`src/chan_pkg.sv`:
```
// Purpose: shared constants for one timer channel in timer mode
// Assumes: 32-bit register bus, one aligned word per register
// Notes: offsets are byte addresses on the register bus
package chan_pkg;
  localparam int CNT_W = 16;
  localparam int ADDR_W = 8;
  localparam int PRE_W = 5;
  // register offsets
  localparam logic [7:0] OFF_ENABLE = 8'h00;
  localparam logic [7:0] OFF_RUN = 8'h04;
  localparam logic [7:0] OFF_CTRL = 8'h08;
  localparam logic [7:0] OFF_MODE = 8'h0c;
  localparam logic [7:0] OFF_COUNT = 8'h1c;
  localparam logic [7:0] OFF_CMP0 = 8'h20;
  localparam logic [7:0] OFF_CMP1 = 8'h24;
  localparam logic [7:0] OFF_CAP0 = 8'h28;
  localparam logic [7:0] OFF_CAP1 = 8'h2c;
  localparam logic [7:0] OFF_STATUS = 8'h30;
  // field positions
  localparam int B_OPSEL = 0;
  localparam int B_RUN = 0;
  localparam int B_PRERUN = 2;
  localparam int B_DBE = 7;
  localparam int B_PAIR = 6;
  localparam int B_SCAP = 5;
  localparam int B_CPM = 3;
  localparam int B_IDLE = 3;
  localparam int B_CLE = 2;
  localparam int B_TRG = 1;
  localparam int B_CSS = 0;
  localparam int B_CLK = 0;
  // writable masks, reset values, read-as-one bits
  localparam logic [7:0] CTRL_MASK = 8'heb;
  localparam logic [7:0] MODE_MASK = 8'h5f;
  localparam logic [7:0] MODE_RD_SET = 8'h20;
  localparam logic [7:0] RST_CTRL = 8'h00;
  localparam logic [7:0] RST_MODE = 8'h00;
  localparam logic [CNT_W-1:0] CNT_MAX = 16'hffff;
  typedef enum logic [1:0] {
    CPM_OFF_LO = 2'b00,
    CPM_RISE = 2'b01,
    CPM_BOTH = 2'b10,
    CPM_OFF_HI = 2'b11
  } capture_mode_t;
  typedef enum logic [1:0] {
    CLK_PIN = 2'b00,
    CLK_T1 = 2'b01,
    CLK_T4 = 2'b10,
    CLK_T16 = 2'b11
  } clock_select_t;
  // prescaler tap masks: tap fires when all masked bits are one
  localparam logic [PRE_W-1:0] TAP_T1 = 5'h01;
  localparam logic [PRE_W-1:0] TAP_T4 = 5'h07;
  localparam logic [PRE_W-1:0] TAP_T16 = 5'h1f;
  localparam logic [1:0] RESP_OKAY = 2'b00;
  localparam logic [1:0] RESP_SLVERR = 2'b10;
endpackage

```
`src/tick_source.sv`:
```
// Purpose: pin synchroniser, pin edges, prescaler and count tick select
// Assumes: pin is asynchronous to aclk
// Notes: taps are one-cycle enables of aclk
`timescale 1ns/1ns
module tick_source (
  // clock and reset
  input wire logic aclk,
  input wire logic aresetn,
  // control
  input wire logic prescaler_run,
  input wire logic [1:0] count_clock_select,
  // pin
  input wire logic timer_input_pin,
  // events
  output logic count_tick,
  output logic pin_rise,
  output logic pin_fall
);
  logic sync1_q;
  logic sync2_q;
  logic last_q;
  logic [chan_pkg::PRE_W-1:0] pre_q;
  logic [chan_pkg::PRE_W-1:0] tap_mask;
  logic tap_hit;

  always_ff @(posedge aclk) begin
    if (!aresetn) begin
      sync1_q <= 1'b0;
      sync2_q <= 1'b0;
      last_q <= 1'b0;
    end else begin
      sync1_q <= timer_input_pin;
      sync2_q <= sync1_q;
      last_q <= sync2_q;
    end
  end

  always_ff @(posedge aclk) begin
    if (!aresetn || !prescaler_run) begin
      pre_q <= '0;
    end else begin
      pre_q <= pre_q + 1'b1;
    end
  end

  assign pin_rise = sync2_q && !last_q;
  assign pin_fall = !sync2_q && last_q;
  assign tap_mask = (count_clock_select == chan_pkg::CLK_T1) ? chan_pkg::TAP_T1 :
                    (count_clock_select == chan_pkg::CLK_T4) ? chan_pkg::TAP_T4 :
                    chan_pkg::TAP_T16;
  assign tap_hit = prescaler_run && ((pre_q & tap_mask) == tap_mask);
  // pin edge or selected prescaler tap
  assign count_tick = (count_clock_select == chan_pkg::CLK_PIN) ? pin_rise : tap_hit;
endmodule

```
`src/compare_buffer.sv`:
```
// Purpose: compare value pair with optional double buffering
// Assumes: load_evt marks counter clear, overflow or stopped counter
// Notes: a write in the load cycle stays pending
`timescale 1ns/1ns
module compare_buffer (
  // clock and reset
  input wire logic aclk,
  input wire logic aresetn,
  // writes
  input wire logic wr0,
  input wire logic wr1,
  input wire logic [chan_pkg::CNT_W-1:0] wdata,
  // control
  input wire logic buffered,
  input wire logic pairing,
  input wire logic load_evt,
  // state
  output logic [chan_pkg::CNT_W-1:0] value0,
  output logic [chan_pkg::CNT_W-1:0] value1,
  output logic pending0,
  output logic pending1
);
  logic [chan_pkg::CNT_W-1:0] buf0_q;
  logic [chan_pkg::CNT_W-1:0] buf1_q;
  logic load0;
  logic load1;

  // pairing withholds a load until both are prepared
  assign load0 = buffered && load_evt && pending0 && (!pairing || pending1);
  assign load1 = buffered && load_evt && pending1 && (!pairing || pending0);

  always_ff @(posedge aclk) begin
    if (!aresetn) begin
      buf0_q <= '0;
      buf1_q <= '0;
      value0 <= '0;
      value1 <= '0;
      pending0 <= 1'b0;
      pending1 <= 1'b0;
    end else begin
      if (wr0) begin
        buf0_q <= wdata;
      end
      if (wr1) begin
        buf1_q <= wdata;
      end
      // direct write when unbuffered, else via shadow
      if (wr0 && !buffered) begin
        value0 <= wdata;
      end else if (load0) begin
        value0 <= buf0_q;
      end
      if (wr1 && !buffered) begin
        value1 <= wdata;
      end else if (load1) begin
        value1 <= buf1_q;
      end
      pending0 <= buffered && (wr0 || (pending0 && !load0));
      pending1 <= buffered && (wr1 || (pending1 && !load1));
    end
  end
endmodule

```
`src/timer_channel_control_and_mode.sv`:
```
// Purpose: control and mode of one timer channel with AXI4-Lite access
// Assumes: software changes control and mode only while stopped
// Notes: counter, compare and capture words are 16 bits, upper bits zero
// Functional notes
// - control bit 7 enables compare double buffering; off after reset.
// - power-switching mode forces double buffering regardless of bit 7.
// - control bit 3 keeps counting in idle when 1, stops it when 0.
// - control bit 1 picks rising (0) or falling (1) trigger edge.
// - control bit 0 starts counting by software (0) or trigger edge (1).
// - mode bit 6 set withholds compare loads until both are prepared.
// - writing 0 to mode bit 5 copies the counter into capture 0.
// - mode bit 5 always reads 1.
// - capture codes 00 and 11 disable hardware capture.
// - code 01 captures on rising pin; 10 also captures 1 on falling.
// - mode bit 2 clears the counter on a compare 1 match.
// - mode bits 1:0 pick pin, or prescaler taps firing every two, eight, thirty-two cycles.
// - clearing run stops and zeroes the counter; setting it allows counting.
//
// The register addresses and the AXI4-Lite slave port are this design's own decisions.
`timescale 1ns/1ns
module timer_channel_control_and_mode (
  // clock and reset
  input wire logic aclk,
  input wire logic aresetn,
  // axi4-lite write address and data
  input wire logic awvalid,
  output logic awready,
  input wire logic [chan_pkg::ADDR_W-1:0] awaddr,
  input wire logic [2:0] awprot,
  input wire logic wvalid,
  output logic wready,
  input wire logic [31:0] wdata,
  input wire logic [3:0] wstrb,
  // axi4-lite write response
  output logic bvalid,
  input wire logic bready,
  output logic [1:0] bresp,
  // axi4-lite read
  input wire logic arvalid,
  output logic arready,
  input wire logic [chan_pkg::ADDR_W-1:0] araddr,
  input wire logic [2:0] arprot,
  output logic rvalid,
  input wire logic rready,
  output logic [31:0] rdata,
  output logic [1:0] rresp,
  // system and pin
  input wire logic idle_req,
  input wire logic timer_input_pin,
  // status
  output logic [chan_pkg::CNT_W-1:0] counter_value
);
  localparam int W = chan_pkg::CNT_W;

  logic aw_hold_q;
  logic w_hold_q;
  logic [chan_pkg::ADDR_W-1:0] waddr_q;
  logic [31:0] wdata_q;
  logic [3:0] wstrb_q;
  logic op_select_q;
  logic run_q;
  logic prerun_q;
  logic [7:0] ctrl_q;
  logic [7:0] mode_q;
  logic started_q;
  logic [W-1:0] cap0_q;
  logic [W-1:0] cap1_q;
  logic [W-1:0] cmp0;
  logic [W-1:0] cmp1;
  logic pend0;
  logic pend1;
  logic count_tick;
  logic pin_rise;
  logic pin_fall;

  function automatic logic [31:0] merge(input logic [31:0] old, input logic [31:0] nw,
                                        input logic [3:0] strb);
    logic [31:0] r;
    r = old;
    for (int i = 0; i < 4; i++) begin
      if (strb[i]) begin
        r[8*i +: 8] = nw[8*i +: 8];
      end
    end
    return r;
  endfunction

  // bus handshake and decode
  logic aw_take;
  logic w_take;
  logic wr_fire;
  logic ar_take;
  logic w_hit;
  logic r_hit;
  assign awready = !aw_hold_q && !bvalid;
  assign wready = !w_hold_q && !bvalid;
  assign aw_take = awvalid && awready;
  assign w_take = wvalid && wready;
  assign wr_fire = aw_hold_q && w_hold_q && !bvalid;
  assign arready = !rvalid;
  assign ar_take = arvalid && arready;

  function automatic logic mapped(input logic [chan_pkg::ADDR_W-1:0] a);
    return a == chan_pkg::OFF_ENABLE || a == chan_pkg::OFF_RUN ||
           a == chan_pkg::OFF_CTRL || a == chan_pkg::OFF_MODE ||
           a == chan_pkg::OFF_COUNT || a == chan_pkg::OFF_CMP0 ||
           a == chan_pkg::OFF_CMP1 || a == chan_pkg::OFF_CAP0 ||
           a == chan_pkg::OFF_CAP1 || a == chan_pkg::OFF_STATUS;
  endfunction
  assign w_hit = mapped(waddr_q);
  assign r_hit = mapped(araddr);

  logic wr_enable;
  logic wr_run;
  logic wr_ctrl;
  logic wr_mode;
  logic wr_cmp0;
  logic wr_cmp1;
  assign wr_enable = wr_fire && waddr_q == chan_pkg::OFF_ENABLE;
  assign wr_run = wr_fire && waddr_q == chan_pkg::OFF_RUN;
  assign wr_ctrl = wr_fire && waddr_q == chan_pkg::OFF_CTRL;
  assign wr_mode = wr_fire && waddr_q == chan_pkg::OFF_MODE;
  assign wr_cmp0 = wr_fire && waddr_q == chan_pkg::OFF_CMP0;
  assign wr_cmp1 = wr_fire && waddr_q == chan_pkg::OFF_CMP1;

  logic [31:0] wmerge;
  logic [W-1:0] cmp_wval;
  logic soft_cap;
  assign wmerge = merge(32'h0000_0000, wdata_q, wstrb_q);
  assign cmp_wval = wmerge[W-1:0];
  // strobe acts on a written zero only, one is ignored
  assign soft_cap = wr_mode && wstrb_q[0] && !wdata_q[chan_pkg::B_SCAP];

  // control and mode fields
  logic dbe;
  logic idle_run;
  logic trg_fall;
  logic start_ext;
  logic pairing;
  logic [1:0] cpm;
  logic clear_en;
  logic [1:0] clk_sel;
  logic buffered;
  assign dbe = ctrl_q[chan_pkg::B_DBE];
  assign idle_run = ctrl_q[chan_pkg::B_IDLE];
  assign trg_fall = ctrl_q[chan_pkg::B_TRG];
  assign start_ext = ctrl_q[chan_pkg::B_CSS];
  assign pairing = mode_q[chan_pkg::B_PAIR];
  assign cpm = mode_q[chan_pkg::B_CPM +: 2];
  assign clear_en = mode_q[chan_pkg::B_CLE];
  assign clk_sel = mode_q[chan_pkg::B_CLK +: 2];
  assign buffered = dbe || op_select_q;

  // counting
  logic trig_evt;
  logic clk_live;
  logic count_en;
  logic match1;
  logic clear_hit;
  logic ovf;
  logic load_evt;
  logic [W-1:0] cnt_d;
  assign trig_evt = trg_fall ? pin_fall : pin_rise;
  assign clk_live = !idle_req || idle_run;
  assign count_en = run_q && started_q && count_tick && clk_live;
  assign match1 = counter_value == cmp1;
  assign clear_hit = count_en && clear_en && match1;
  assign ovf = count_en && counter_value == chan_pkg::CNT_MAX;
  assign load_evt = clear_hit || ovf || !run_q;
  assign cnt_d = !run_q ? '0 :
                 clear_hit ? '0 :
                 count_en ? W'(counter_value + 1'b1) : counter_value;

  // capture
  logic cap_rise;
  logic cap_fall;
  assign cap_rise = pin_rise && (cpm == chan_pkg::CPM_RISE || cpm == chan_pkg::CPM_BOTH);
  assign cap_fall = pin_fall && cpm == chan_pkg::CPM_BOTH;

  // read mux
  logic [31:0] rd_word;
  assign rd_word =
    (araddr == chan_pkg::OFF_ENABLE) ? {31'h0000_0000, op_select_q} :
    (araddr == chan_pkg::OFF_RUN) ? {29'h0000_0000, prerun_q, 1'b0, run_q} :
    (araddr == chan_pkg::OFF_CTRL) ? {24'h00_0000, ctrl_q} :
    (araddr == chan_pkg::OFF_MODE) ? {24'h00_0000, mode_q | chan_pkg::MODE_RD_SET} :
    (araddr == chan_pkg::OFF_COUNT) ? {16'h0000, counter_value} :
    (araddr == chan_pkg::OFF_CMP0) ? {16'h0000, cmp0} :
    (araddr == chan_pkg::OFF_CMP1) ? {16'h0000, cmp1} :
    (araddr == chan_pkg::OFF_CAP0) ? {16'h0000, cap0_q} :
    (araddr == chan_pkg::OFF_CAP1) ? {16'h0000, cap1_q} :
    (araddr == chan_pkg::OFF_STATUS) ? {28'h000_0000, pend1, pend0, count_en, started_q} :
    32'h0000_0000;

  always_ff @(posedge aclk) begin
    if (!aresetn) begin
      aw_hold_q <= 1'b0;
      w_hold_q <= 1'b0;
      waddr_q <= '0;
      wdata_q <= 32'h0000_0000;
      wstrb_q <= 4'h0;
      bvalid <= 1'b0;
      bresp <= chan_pkg::RESP_OKAY;
    end else begin
      if (aw_take) begin
        aw_hold_q <= 1'b1;
        waddr_q <= awaddr;
      end else if (wr_fire) begin
        aw_hold_q <= 1'b0;
      end
      if (w_take) begin
        w_hold_q <= 1'b1;
        wdata_q <= wdata;
        wstrb_q <= wstrb;
      end else if (wr_fire) begin
        w_hold_q <= 1'b0;
      end
      if (wr_fire) begin
        bvalid <= 1'b1;
        bresp <= w_hit ? chan_pkg::RESP_OKAY : chan_pkg::RESP_SLVERR;
      end else if (bready) begin
        bvalid <= 1'b0;
      end
    end
  end

  always_ff @(posedge aclk) begin
    if (!aresetn) begin
      rvalid <= 1'b0;
      rdata <= 32'h0000_0000;
      rresp <= chan_pkg::RESP_OKAY;
    end else if (ar_take) begin
      rvalid <= 1'b1;
      rdata <= rd_word;
      rresp <= r_hit ? chan_pkg::RESP_OKAY : chan_pkg::RESP_SLVERR;
    end else if (rready) begin
      rvalid <= 1'b0;
    end
  end

  always_ff @(posedge aclk) begin
    if (!aresetn) begin
      op_select_q <= 1'b0;
      run_q <= 1'b0;
      prerun_q <= 1'b0;
      ctrl_q <= chan_pkg::RST_CTRL;
      mode_q <= chan_pkg::RST_MODE;
    end else begin
      if (wr_enable && wstrb_q[0]) begin
        op_select_q <= wdata_q[chan_pkg::B_OPSEL];
      end
      if (wr_run && wstrb_q[0]) begin
        run_q <= wdata_q[chan_pkg::B_RUN];
        prerun_q <= wdata_q[chan_pkg::B_PRERUN];
      end
      if (wr_ctrl && wstrb_q[0]) begin
        ctrl_q <= wdata_q[7:0] & chan_pkg::CTRL_MASK;
      end
      if (wr_mode && wstrb_q[0]) begin
        mode_q <= wdata_q[7:0] & chan_pkg::MODE_MASK;
      end
    end
  end

  always_ff @(posedge aclk) begin
    if (!aresetn) begin
      started_q <= 1'b0;
      counter_value <= '0;
      cap0_q <= '0;
      cap1_q <= '0;
    end else begin
      // software start at once, trigger start waits for the edge
      started_q <= run_q && (started_q || !start_ext || trig_evt);
      counter_value <= cnt_d;
      if (soft_cap || cap_rise) begin
        cap0_q <= counter_value;
      end
      if (cap_fall) begin
        cap1_q <= counter_value;
      end
    end
  end

  tick_source u_tick (
    .aclk(aclk),
    .aresetn(aresetn),
    .prescaler_run(prerun_q),
    .count_clock_select(clk_sel),
    .timer_input_pin(timer_input_pin),
    .count_tick(count_tick),
    .pin_rise(pin_rise),
    .pin_fall(pin_fall)
  );

  compare_buffer u_cmp (
    .aclk(aclk),
    .aresetn(aresetn),
    .wr0(wr_cmp0 && |wstrb_q[1:0]),
    .wr1(wr_cmp1 && |wstrb_q[1:0]),
    .wdata(cmp_wval),
    .buffered(buffered),
    .pairing(pairing),
    .load_evt(load_evt),
    .value0(cmp0),
    .value1(cmp1),
    .pending0(pend0),
    .pending1(pend1)
  );
endmodule

```
`config.mk`:
```
export PLATFORM = sky130hd
export DESIGN_NAME = timer_channel_control_and_mode
export DESIGN_NICKNAME = d
export VERILOG_FILES = /design/src/chan_pkg.sv /design/src/tick_source.sv /design/src/compare_buffer.sv /design/src/timer_channel_control_and_mode.sv
export SDC_FILE = /design/constraint.sdc
export NUM_CORES = 1
export LEC_CHECK = 0
export BUFFER_PORTS_ARGS = -buffer_cell sky130_fd_sc_hd__clkbuf_2
export CORE_MARGIN = 2
export CORE_UTILIZATION = 40
export CTS_BUF_LIST = sky130_fd_sc_hd__clkbuf_4
export CTS_CLUSTER_SIZE = 30
export DETAILED_ROUTE_END_ITERATION = 7
export MAX_ROUTING_LAYER = met4
export SYNTH_ARGS = -nofsm -noshare
export SYNTH_HDL_FRONTEND = slang
export SYNTH_HIERARCHICAL = 1
export SYNTH_SLANG_ARGS = --single-unit
```
`constraint.sdc`:
```
create_clock -name aclk -period 5.7 [get_ports aclk]
set_clock_uncertainty 0.05 [all_clocks]
set_input_delay 0.855 -clock aclk [delete_from_list [all_inputs] [get_ports aclk]]
set_output_delay 0.855 -clock aclk [all_outputs]
set_load 0.03 [all_outputs]
```
==> report_table.html, run 1 <==
<table>
<tr><th>Metric</th><th>Value</th></tr>
<tr><th colspan="2">Setup path</th></tr>
<tr><td>Setup CP Type</td><td>reg2reg</td></tr>
<tr><td>Endpoint arrival time on the critical path</td><td>4.27 ns</td></tr>
<tr><td>Startpoint kind of the worst setup timing path</td><td>flop</td></tr>
<tr><td>Worst-path maximum fanout</td><td>17</td></tr>
<tr><td>Critical path endpoint category</td><td>flop</td></tr>
<tr><td>Number of cells on the worst reg-to-reg path</td><td>13</td></tr>
<tr><td>Worst Path Required</td><td>6.09 ns</td></tr>
<tr><th colspan="2">Timing</th></tr>
<tr><td>Highest clock rate</td><td>0.258 GHz</td></tr>
<tr><td>Crit share post-route</td><td>68.1%</td></tr>
<tr><td>Transition time of the tightest slew-check pin</td><td>1.18 ns</td></tr>
<tr><td>Count of final hold-check violations</td><td>0</td></tr>
<tr><td>Setup TNS Final</td><td>0 ns</td></tr>
<tr><td>Count of pins over their slew limit</td><td>0</td></tr>
<tr><td>Unrepaired setup endpoints after global routing</td><td>false</td></tr>
<tr><td>Worst slew margin relative to its limit</td><td>21.2%</td></tr>
<tr><td>Tmin final</td><td>3.88 ns</td></tr>
<tr><td>Count of endpoints failing setup in the final report</td><td>0</td></tr>
<tr><th colspan="2">Die</th></tr>
<tr><td>Vertical die dimension</td><td>156 um</td></tr>
<tr><td>Die Outline Area</td><td>0.0245 mm^2</td></tr>
<tr><td>Core Footprint</td><td>0.0227 mm^2</td></tr>
<tr><td>Row cnt</td><td>55</td></tr>
<tr><td>Horizontal die dimension</td><td>156 um</td></tr>
<tr><td>Number of ports placed on the die boundary</td><td>124</td></tr>
<tr><td>Initial Util</td><td>40.9%</td></tr>
<tr><th colspan="2">Layout</th></tr>
<tr><td>End-of-flow core utilization</td><td>43.6%</td></tr>
<tr><td>Most common library cell in the layout ignoring fill and taps</td><td>sky130_fd_sc_hd__dfxtp_1</td></tr>
<tr><td>Leading cell types in the layout, fill and taps excluded</td><td>186 x sky130_fd_sc_hd__dfxtp_1, 107 x sky130_fd_sc_hd__nand2_1, 105 x sky130_fd_sc_hd__mux2i_1</td></tr>
<tr><td>Filler instances</td><td>2333</td></tr>
<tr><td>Area growth, synth to finish</td><td>6.67%</td></tr>
<tr><td>Nets</td><td>1106</td></tr>
<tr><td>Fraction of layout cells with a size suffix above 1</td><td>16.7%</td></tr>
<tr><th colspan="2">Logic synthesis</th></tr>
<tr><td>Share of synthesized cell area in full adder, half adder and majority cells</td><td>0.674%</td></tr>
<tr><td>Synth area leaders</td><td>sky130_fd_sc_hd__dfxtp_1 40%, sky130_fd_sc_hd__mux2i_1 11%, sky130_fd_sc_hd__nand2_1 4.3%</td></tr>
<tr><td>Leading area contributor after synthesis</td><td>sky130_fd_sc_hd__dfxtp_1</td></tr>
<tr><td>Simple-gate portion of the synthesized area</td><td>18.0%</td></tr>
<tr><td>Cell count after synthesis</td><td>1005</td></tr>
<tr><td>Share of synthesized flip-flops with an asynchronous set or reset</td><td>0%</td></tr>
<tr><td>Post-synthesis sequential element count</td><td>186</td></tr>
<tr><td>Area fraction in compound gates after synthesis</td><td>18.6%</td></tr>
<tr><td>Number of unique standard cell types used by synthesis</td><td>74</td></tr>
<tr><td>Main synth FF type</td><td>sky130_fd_sc_hd__dfxtp_1</td></tr>
<tr><td>Post-synthesis average cell area</td><td>9.24 um^2</td></tr>
<tr><td>Synth Area in XOR/XNOR</td><td>3.21%</td></tr>
<tr><td>Proportion of synthesized area in mux cells</td><td>12.8%</td></tr>
<tr><td>Top cell type's share of synthesized area</td><td>40.1%</td></tr>
<tr><td>Number of enable flip-flop cells after synthesis</td><td>0</td></tr>
<tr><td>Part of the Yosys area used for sequential elements</td><td>40.1%</td></tr>
<tr><td>Combined area of all synthesized cells</td><td>0.00929 mm^2</td></tr>
<tr><td>Largest family of logic cells by synthesized area</td><td>compound AO/OA/AOI/OAI gates</td></tr>
<tr><td>Yosys synthesis warning count</td><td>6</td></tr>
<tr><th colspan="2">Min path</th></tr>
<tr><td>Hold Path Depth</td><td>1</td></tr>
<tr><td>Hold Path Class</td><td>reg2reg</td></tr>
<tr><th colspan="2">Pwr</th></tr>
<tr><td>Total leakage power</td><td>0.00362 uW</td></tr>
<tr><td>Power density cells</td><td>223 mW/mm^2</td></tr>
<tr><td>IR Drop Worst-Case VDD</td><td>0.108 mV</td></tr>
<tr><th colspan="2">Route</th></tr>
<tr><td>Routed length per instance</td><td>17.6 um</td></tr>
<tr><td>Via count</td><td>7244</td></tr>
<tr><td>Total detailed-routing wirelength</td><td>23400 um</td></tr>
<tr><td>Vias per cell</td><td>5.44</td></tr>
<tr><td>Starting DRC count in detailed routing</td><td>556</td></tr>
<tr><td>Remaining routing DRC violations</td><td>0</td></tr>
<tr><td>Final antenna-violating net count</td><td>0</td></tr>
<tr><td>1st-pass router iterations</td><td>5</td></tr>
<tr><th colspan="2">Status</th></tr>
<tr><td>Run status</td><td>completed</td></tr>
<tr><th colspan="2">Global routing</th></tr>
<tr><td>Total track usage</td><td>20.0%</td></tr>
<tr><td>Number of global-route vias before repair</td><td>6647</td></tr>
<tr><td>Global route total overflow</td><td>0</td></tr>
<tr><td>Antenna violations before repair</td><td>1</td></tr>
<tr><td>Wire length of the first global-routing pass</td><td>37400 um</td></tr>
<tr><td>Maximum number of pins on one net before global-route repair</td><td>52</td></tr>
<tr><th colspan="2">CTS</th></tr>
<tr><td>Resize count post-CTS</td><td>0</td></tr>
<tr><td>Clock transition at the registers of the reported paths</td><td>0.15 ns</td></tr>
<tr><td>TritonCTS clock tree</td><td>done</td></tr>
<tr><td>Buffers inserted by post-CTS timing repair</td><td>0</td></tr>
<tr><td>Hold buffers post-CTS</td><td>0</td></tr>
<tr><td>Clock latency reported for the late side of the worst-skew pair</td><td>0.58 ns</td></tr>
<tr><td>CTS Sinks</td><td>186</td></tr>
<tr><td>Clock buffer count from CTS</td><td>17</td></tr>
<tr><td>Number of H-tree levels</td><td>4</td></tr>
<tr><td>Library cell used as clock root buffer</td><td>sky130_fd_sc_hd__clkbuf_4</td></tr>
<tr><td>Clock tree buffer depth</td><td>2</td></tr>
<tr><th colspan="2">Place</th></tr>
<tr><td>I/O Buffers</td><td>81</td></tr>
<tr><td>RePlAce Congestion</td><td>0.910</td></tr>
<tr><td>HPWL after detailed placement</td><td>16600 um</td></tr>
<tr><th colspan="2">Flow run</th></tr>
<tr><td>Number of violations of the max-capacitance limit</td><td>0</td></tr>
</table>
[cell type report]
type                    count  area (um^2)  area share [%]
multi-input cells         723         5020            50.7
flip-flops and latches    186         3720            37.6
repair buffers             91          480            4.85
well taps                 285          357            3.60
clock inverters            14          140            1.41
clock buffers              17          128            1.29
inverters                  15         56.3           0.568
diodes                      1         2.50          0.0253
[worst max-delay path, stage by stage (launching register included)]
cell and delay [ns]:
sky130_fd_sc_hd__dfxtp_1 0.48, sky130_fd_sc_hd__inv_1 0.07, sky130_fd_sc_hd__ha_1 0.28, sky130_fd_sc_hd__a21oi_1 0.04
sky130_fd_sc_hd__nor4_2 0.25, sky130_fd_sc_hd__a21o_1 0.14, sky130_fd_sc_hd__nand3_1 0.22, sky130_fd_sc_hd__nor4bb_1 0.32
sky130_fd_sc_hd__buf_4 0.20, sky130_fd_sc_hd__nand3_1 0.09, sky130_fd_sc_hd__o21bai_1 0.42, sky130_fd_sc_hd__and3_1 0.68
sky130_fd_sc_hd__a21o_4 0.37, sky130_fd_sc_hd__a211oi_1 0.11
[routing by layer]
metal	up-vias	global-route usage (%)	wire [um]
li1	3569	-	-
met3	28	3.68	1340
met1	3433	29.1	11600
met2	214	28.2	10100
met5	-	-	0
met4	0	5.50	370
[synthesized netlist by cell type, types with 11 or more instances]
| master | number |
|---|---|
| sky130_fd_sc_hd__a21oi_1 | 17 |
| sky130_fd_sc_hd__nor2b_1 | 45 |
| sky130_fd_sc_hd__nand2_1 | 107 |
| sky130_fd_sc_hd__nand3_1 | 14 |
| sky130_fd_sc_hd__inv_1 | 14 |
| sky130_fd_sc_hd__and2_1 | 27 |
| sky130_fd_sc_hd__xor2_1 | 29 |
| sky130_fd_sc_hd__mux2_2 | 12 |
| sky130_fd_sc_hd__dfxtp_1 | 186 |
| sky130_fd_sc_hd__a21boi_0 | 49 |
| sky130_fd_sc_hd__buf_2 | 20 |
| sky130_fd_sc_hd__nor2_1 | 77 |
| sky130_fd_sc_hd__clkbuf_1 | 44 |
| sky130_fd_sc_hd__mux2i_1 | 105 |
| sky130_fd_sc_hd__a211oi_1 | 47 |
| sky130_fd_sc_hd__nand2b_1 | 11 |
| sky130_fd_sc_hd__a211oi_2 | 20 |
| sky130_fd_sc_hd__o21ai_0 | 18 |
| sky130_fd_sc_hd__buf_4 | 21 |
| sky130_fd_sc_hd__a22oi_1 | 11 |
[flip-flops by register name, summed over array words and instances (netlist names), 8 cells and up]
signal         flops
wdata_q           16
waddr_q            8
cap0_q            16
u_cmp/value0      16
cap1_q            16
rdata             16
u_cmp/buf0_q      16
counter_value     16
u_cmp/buf1_q      16
u_cmp/value1      16
[logic make-up (layout without fill, tap and decap cells)]
| logic type | Yosys count | in the layout |
|---|---|---|
| flip-flops | 186 | 186 |
| AND/OR/NAND/NOR | 334 | 334 |
| adder cells (fa/ha/maj) | 5 | 5 |
| other | 1 | 19 |
| XOR/XNOR | 34 | 34 |
| multiplexers | 117 | 117 |
| AO/OA/AOI/OAI | 215 | 215 |
| buffers and inverters | 113 | 137 |
[worst paths after layout]
kind / slack, ns / endpoint / start
setup / recovery: 1.82 / u_cmp/value0[3]$_SDFFE_PN0P_ / mode_q[0]$_SDFFE_PN0P_
hold / removal: 0.41 / u_tick/sync2_q$_SDFF_PN0_ / u_tick/sync1_q$_SDFF_PN0_
setup reg to reg: 1.82 / u_cmp/value0[3]$_SDFFE_PN0P_ / mode_q[0]$_SDFFE_PN0P_
hold reg to reg: 0.41 / u_tick/sync2_q$_SDFF_PN0_ / u_tick/sync1_q$_SDFF_PN0_
[power breakdown]
part           internal, uW  switching [uW]
sequential             1320            17.2
combinational          56.3             112
clock                   225             484
total                  1600             613
[through the flow]
step	instance area [um^2]	hold WS [ns]	total power, uW	cells	worst slack [ns]
after floorplan	9350	0.362	1490	1022	2.86
after global placement	9640	0.384	1530	1300	1.88
after detailed placement	9640	0.386	1530	1300	1.85
after CTS	9900	0.386	2240	1331	1.83
after global routing	9910	0.370	2310	1332	1.56
final	9910	0.412	2210	1332	1.82
Power figures use the tool's default switching activity.
==> inputs of run 2 (changes only) <==
==> constraint.sdc (replaced) <==
create_clock -name aclk -period 3.3 [get_ports aclk]
set_clock_uncertainty 0.05 [all_clocks]
set_input_delay 0.495 -clock aclk [delete_from_list [all_inputs] [get_ports aclk]]
set_output_delay 0.495 -clock aclk [all_outputs]
set_load 0.03 [all_outputs]
==> run 2 against run 1 <==
Utilization is 1.2 points higher. Combinational power is 79% higher. Power is 75% higher. Register-to-register slack worse by 1.5 ns. Sequential power is 72% higher. Critical path depth is 2 higher. Clock-buffer cell count stayed put. Sequential share of layout area is 0.99 points lower. Non-clock buffer count is 31 higher.
==> report_table.html, run 2 (synthesis gave the netlist of run 1 again) <==
<table>
<tr><th>Metric</th><th>Value</th></tr>
<tr><th colspan="2">Status</th></tr>
<tr><td>Run status</td><td>completed</td></tr>
<tr><th colspan="2">Layout</th></tr>
<tr><td>Multi-input gate area</td><td>0.00502 mm^2 (about the same)</td></tr>
<tr><td>Area taken by flip-flops and latches</td><td>0.00372 mm^2 (about the same)</td></tr>
<tr><td>Post-route cell area</td><td>0.0102 mm^2 (+2.7%)</td></tr>
<tr><td>Nets</td><td>1137 (+2.8%)</td></tr>
<tr><td>Area growth, synth to finish</td><td>9.58%</td></tr>
<tr><td>Fraction of layout cells with a size suffix above 1</td><td>19.3% (+2.6 points)</td></tr>
<tr><td>Filler instances</td><td>2286 (-2.0%)</td></tr>
<tr><td>Leading cell types in the layout, fill and taps excluded</td><td>185 x sky130_fd_sc_hd__dfxtp_1, 107 x sky130_fd_sc_hd__nand2_1, 105 x sky130_fd_sc_hd__mux2i_1</td></tr>
<tr><td>Most common library cell in the layout ignoring fill and taps</td><td>sky130_fd_sc_hd__dfxtp_1</td></tr>
<tr><td>End-of-flow core utilization</td><td>44.8% (+1.2 points)</td></tr>
<tr><th colspan="2">Global routing</th></tr>
<tr><td>Wire length of the first global-routing pass</td><td>38000 um (+1.7%)</td></tr>
<tr><td>Antenna violations before repair</td><td>1 (unchanged)</td></tr>
<tr><td>Maximum number of pins on one net before global-route repair</td><td>105 (+100%)</td></tr>
<tr><td>Total track usage</td><td>20.4% (+0.44 points)</td></tr>
<tr><td>Number of global-route vias before repair</td><td>6705 (+0.87%)</td></tr>
<tr><td>Global route total overflow</td><td>0 (unchanged)</td></tr>
<tr><th colspan="2">Pwr</th></tr>
<tr><td>Sw frac</td><td>28.2% (+0.51 points)</td></tr>
<tr><td>Part of the power in combinational logic</td><td>7.7% (about the same)</td></tr>
<tr><td>Power density cells</td><td>381 mW/mm^2 (+71%)</td></tr>
<tr><td>Net Switching</td><td>1100 uW (+79%)</td></tr>
<tr><td>Portion of total power attributed to sequential cells</td><td>59.4% (-0.9 points)</td></tr>
<tr><td>Proportion of power drawn by the clock network</td><td>32.8% (+0.8 points)</td></tr>
<tr><td>Internal power of the cells</td><td>2790 uW (+74%)</td></tr>
<tr><td>IR Drop Worst-Case VDD</td><td>0.244 mV (+130%)</td></tr>
<tr><td>Total leakage power</td><td>0.00380 uW (+5.0%)</td></tr>
<tr><th colspan="2">CTS</th></tr>
<tr><td>Clock tree buffer depth</td><td>2 (unchanged)</td></tr>
<tr><td>Number of H-tree levels</td><td>4 (unchanged)</td></tr>
<tr><td>Clock buffer count from CTS</td><td>17 (unchanged)</td></tr>
<tr><td>TritonCTS clock tree</td><td>done</td></tr>
<tr><td>Clock latency reported for the late side of the worst-skew pair</td><td>0.60 ns (+0.02 ns)</td></tr>
<tr><td>Clock transition at the registers of the reported paths</td><td>0.19 ns (+0.04 ns)</td></tr>
<tr><td>Library cell used as clock root buffer</td><td>sky130_fd_sc_hd__clkbuf_4</td></tr>
<tr><td>CTS Sinks</td><td>186 (unchanged)</td></tr>
<tr><th colspan="2">Place</th></tr>
<tr><td>HPWL after detailed placement</td><td>16900 um (+2.1%)</td></tr>
<tr><td>I/O Buffers</td><td>81 (unchanged)</td></tr>
<tr><td>RePlAce Congestion</td><td>0.883 (-3.0%)</td></tr>
<tr><td>Placement Cell Area</td><td>0.00988 mm^2 (+2.5%)</td></tr>
<tr><th colspan="2">Route</th></tr>
<tr><td>1st-pass router iterations</td><td>5 (unchanged)</td></tr>
<tr><td>Remaining routing DRC violations</td><td>0 (unchanged)</td></tr>
<tr><td>Starting DRC count in detailed routing</td><td>519 (-6.7%)</td></tr>
<tr><td>Vias per cell</td><td>5.37 (-1.3%)</td></tr>
<tr><td>Total detailed-routing wirelength</td><td>24100 um (+3.2%)</td></tr>
<tr><td>Final antenna-violating net count</td><td>0 (unchanged)</td></tr>
<tr><td>Via count</td><td>7313 (+0.95%)</td></tr>
<tr><td>Routed length per instance</td><td>17.7 um (+0.88%)</td></tr>
<tr><th colspan="2">Setup path</th></tr>
<tr><td>Setup CP Type</td><td>reg2reg</td></tr>
<tr><td>Number of cells on the worst reg-to-reg path</td><td>15 (+2)</td></tr>
<tr><td>Worst-path maximum fanout</td><td>9 (-8)</td></tr>
<tr><td>Source of the critical timing path</td><td>mode_q[1]$_SDFFE_PN0P_</td></tr>
<tr><td>Critical path endpoint category</td><td>flop</td></tr>
<tr><td>Worst Path Required</td><td>3.75 ns (-2.34 ns)</td></tr>
<tr><td>Startpoint kind of the worst setup timing path</td><td>flop</td></tr>
<tr><td>Endpoint arrival time on the critical path</td><td>3.47 ns (-0.80 ns)</td></tr>
<tr><td>Worst r2r src</td><td>mode_q[1]$_SDFFE_PN0P_</td></tr>
<tr><th colspan="2">Timing</th></tr>
<tr><td>Transition time of the tightest slew-check pin</td><td>0.780 ns (-0.397 ns)</td></tr>
<tr><td>Unrepaired setup endpoints after global routing</td><td>false</td></tr>
<tr><td>Count of final hold-check violations</td><td>0 (unchanged)</td></tr>
<tr><td>Count of pins over their slew limit</td><td>0 (unchanged)</td></tr>
<tr><td>Count of endpoints failing setup in the final report</td><td>0 (unchanged)</td></tr>
<tr><td>Tmin final</td><td>3.02 ns (-0.865 ns)</td></tr>
<tr><td>Highest clock rate</td><td>0.331 GHz (+29%)</td></tr>
<tr><td>Final-layout worst hold slack</td><td>0.0408 ns (-0.371 ns)</td></tr>
<tr><td>Crit share post-route</td><td>91.4% (+23 points)</td></tr>
<tr><td>Setup TNS Final</td><td>0 ns (unchanged)</td></tr>
<tr><td>Worst slew margin relative to its limit</td><td>47.9% (+27 points)</td></tr>
<tr><th colspan="2">Die</th></tr>
<tr><td>Number of ports placed on the die boundary</td><td>124 (unchanged)</td></tr>
<tr><td>Row cnt</td><td>55 (unchanged)</td></tr>
<tr><td>Core Footprint</td><td>0.0227 mm^2 (unchanged)</td></tr>
<tr><td>Die Outline Area</td><td>0.0245 mm^2 (unchanged)</td></tr>
<tr><td>Initial Util</td><td>40.9% (unchanged)</td></tr>
<tr><td>Vertical die dimension</td><td>156 um (unchanged)</td></tr>
<tr><td>Horizontal die dimension</td><td>156 um (unchanged)</td></tr>
<tr><th colspan="2">Flow run</th></tr>
<tr><td>Number of violations of the max-capacitance limit</td><td>0 (unchanged)</td></tr>
<tr><th colspan="2">Min path</th></tr>
<tr><td>Hold Path Depth</td><td>3 (+2)</td></tr>
<tr><td>Hold Path Class</td><td>in2reg</td></tr>
<tr><td>Hold_sp</td><td>wdata[10]</td></tr>
</table>
==> run 2: area by class of cell <==
class	instances	area share (%)
sequential	186	36.6
clock inverter	14	1.44
clock buffer	17	1.25
tap	285	3.50
timing repair buffer	122	7.28
inverter	15	0.553
antenna	1	0.0246
multi-input combinational	723	49.3
==> run 2: worst max-delay path: stages (launching register included) <==
cell and delay [ns]:
sky130_fd_sc_hd__dfxtp_2 0.38, sky130_fd_sc_hd__inv_1 0.06, sky130_fd_sc_hd__ha_1 0.26, sky130_fd_sc_hd__a21oi_1 0.04, sky130_fd_sc_hd__nor4_2 0.24, sky130_fd_sc_hd__a21o_1 0.11, sky130_fd_sc_hd__nand3_1 0.17, sky130_fd_sc_hd__nor4bb_1 0.33
sky130_fd_sc_hd__buf_4 0.20, sky130_fd_sc_hd__nand3_1 0.08, sky130_fd_sc_hd__o21bai_1 0.13, sky130_fd_sc_hd__buf_4 0.15, sky130_fd_sc_hd__and3_1 0.22, sky130_fd_sc_hd__buf_4 0.19, sky130_fd_sc_hd__a211oi_1 0.08, sky130_fd_sc_hd__a211oi_1 0.23
==> run 2: metrics by stage <==
| stage | std cells | total power [uW] | setup slack (ns) |
|---|---|---|---|
| after detailed placement | 1329 | 2650 | 0.194 |
| final | 1363 | 3880 | 0.283 |
| after CTS | 1360 | 3920 | 0.152 |
| after global routing | 1363 | 4060 | 0.00243 |
| after global placement | 1329 | 2650 | 0.238 |
| after floorplan | 1022 | 2570 | 0.464 |
==> run 2: timing repair <==
action	in CTS	in global routing
buffers inserted	0	1
setup endpoints to repair	0	25
hold buffers	0	1
gates resized for setup	0	2
hold endpoints to repair	0	1
==> run 2: power groups by stage <==
stage / Combinational (uW) / Clock [uW] / Sequential (uW)
after CTS: 300 / 1320 / 2310
after floorplan: 224 / 0 / 2350
after detailed placement: 299 / 0 / 2350
after global placement: 298 / 0 / 2350
final: 300 / 1270 / 2310
after global routing: 329 / 1410 / 2310
==> run 2: worst paths after layout <==
kind                                                 endpoint  slack, ns
worst max-delay path            u_cmp/value0[15]$_SDFFE_PN0P_       0.28
worst min-delay path                 wdata_q[10]$_SDFFE_PN0P_       0.04
worst max register to register  u_cmp/value0[15]$_SDFFE_PN0P_       0.28
worst min register to register      u_tick/sync2_q$_SDFF_PN0_       0.41
==> run 2: routing by layer <==
metal	track usage (%)	share of wire [%]	wire length (um)
met1	30.1	51	12400
met2	29.0	43	10300
met3	3.41	4.6	1110
met4	4.94	1.2	288
met5	-	0	0
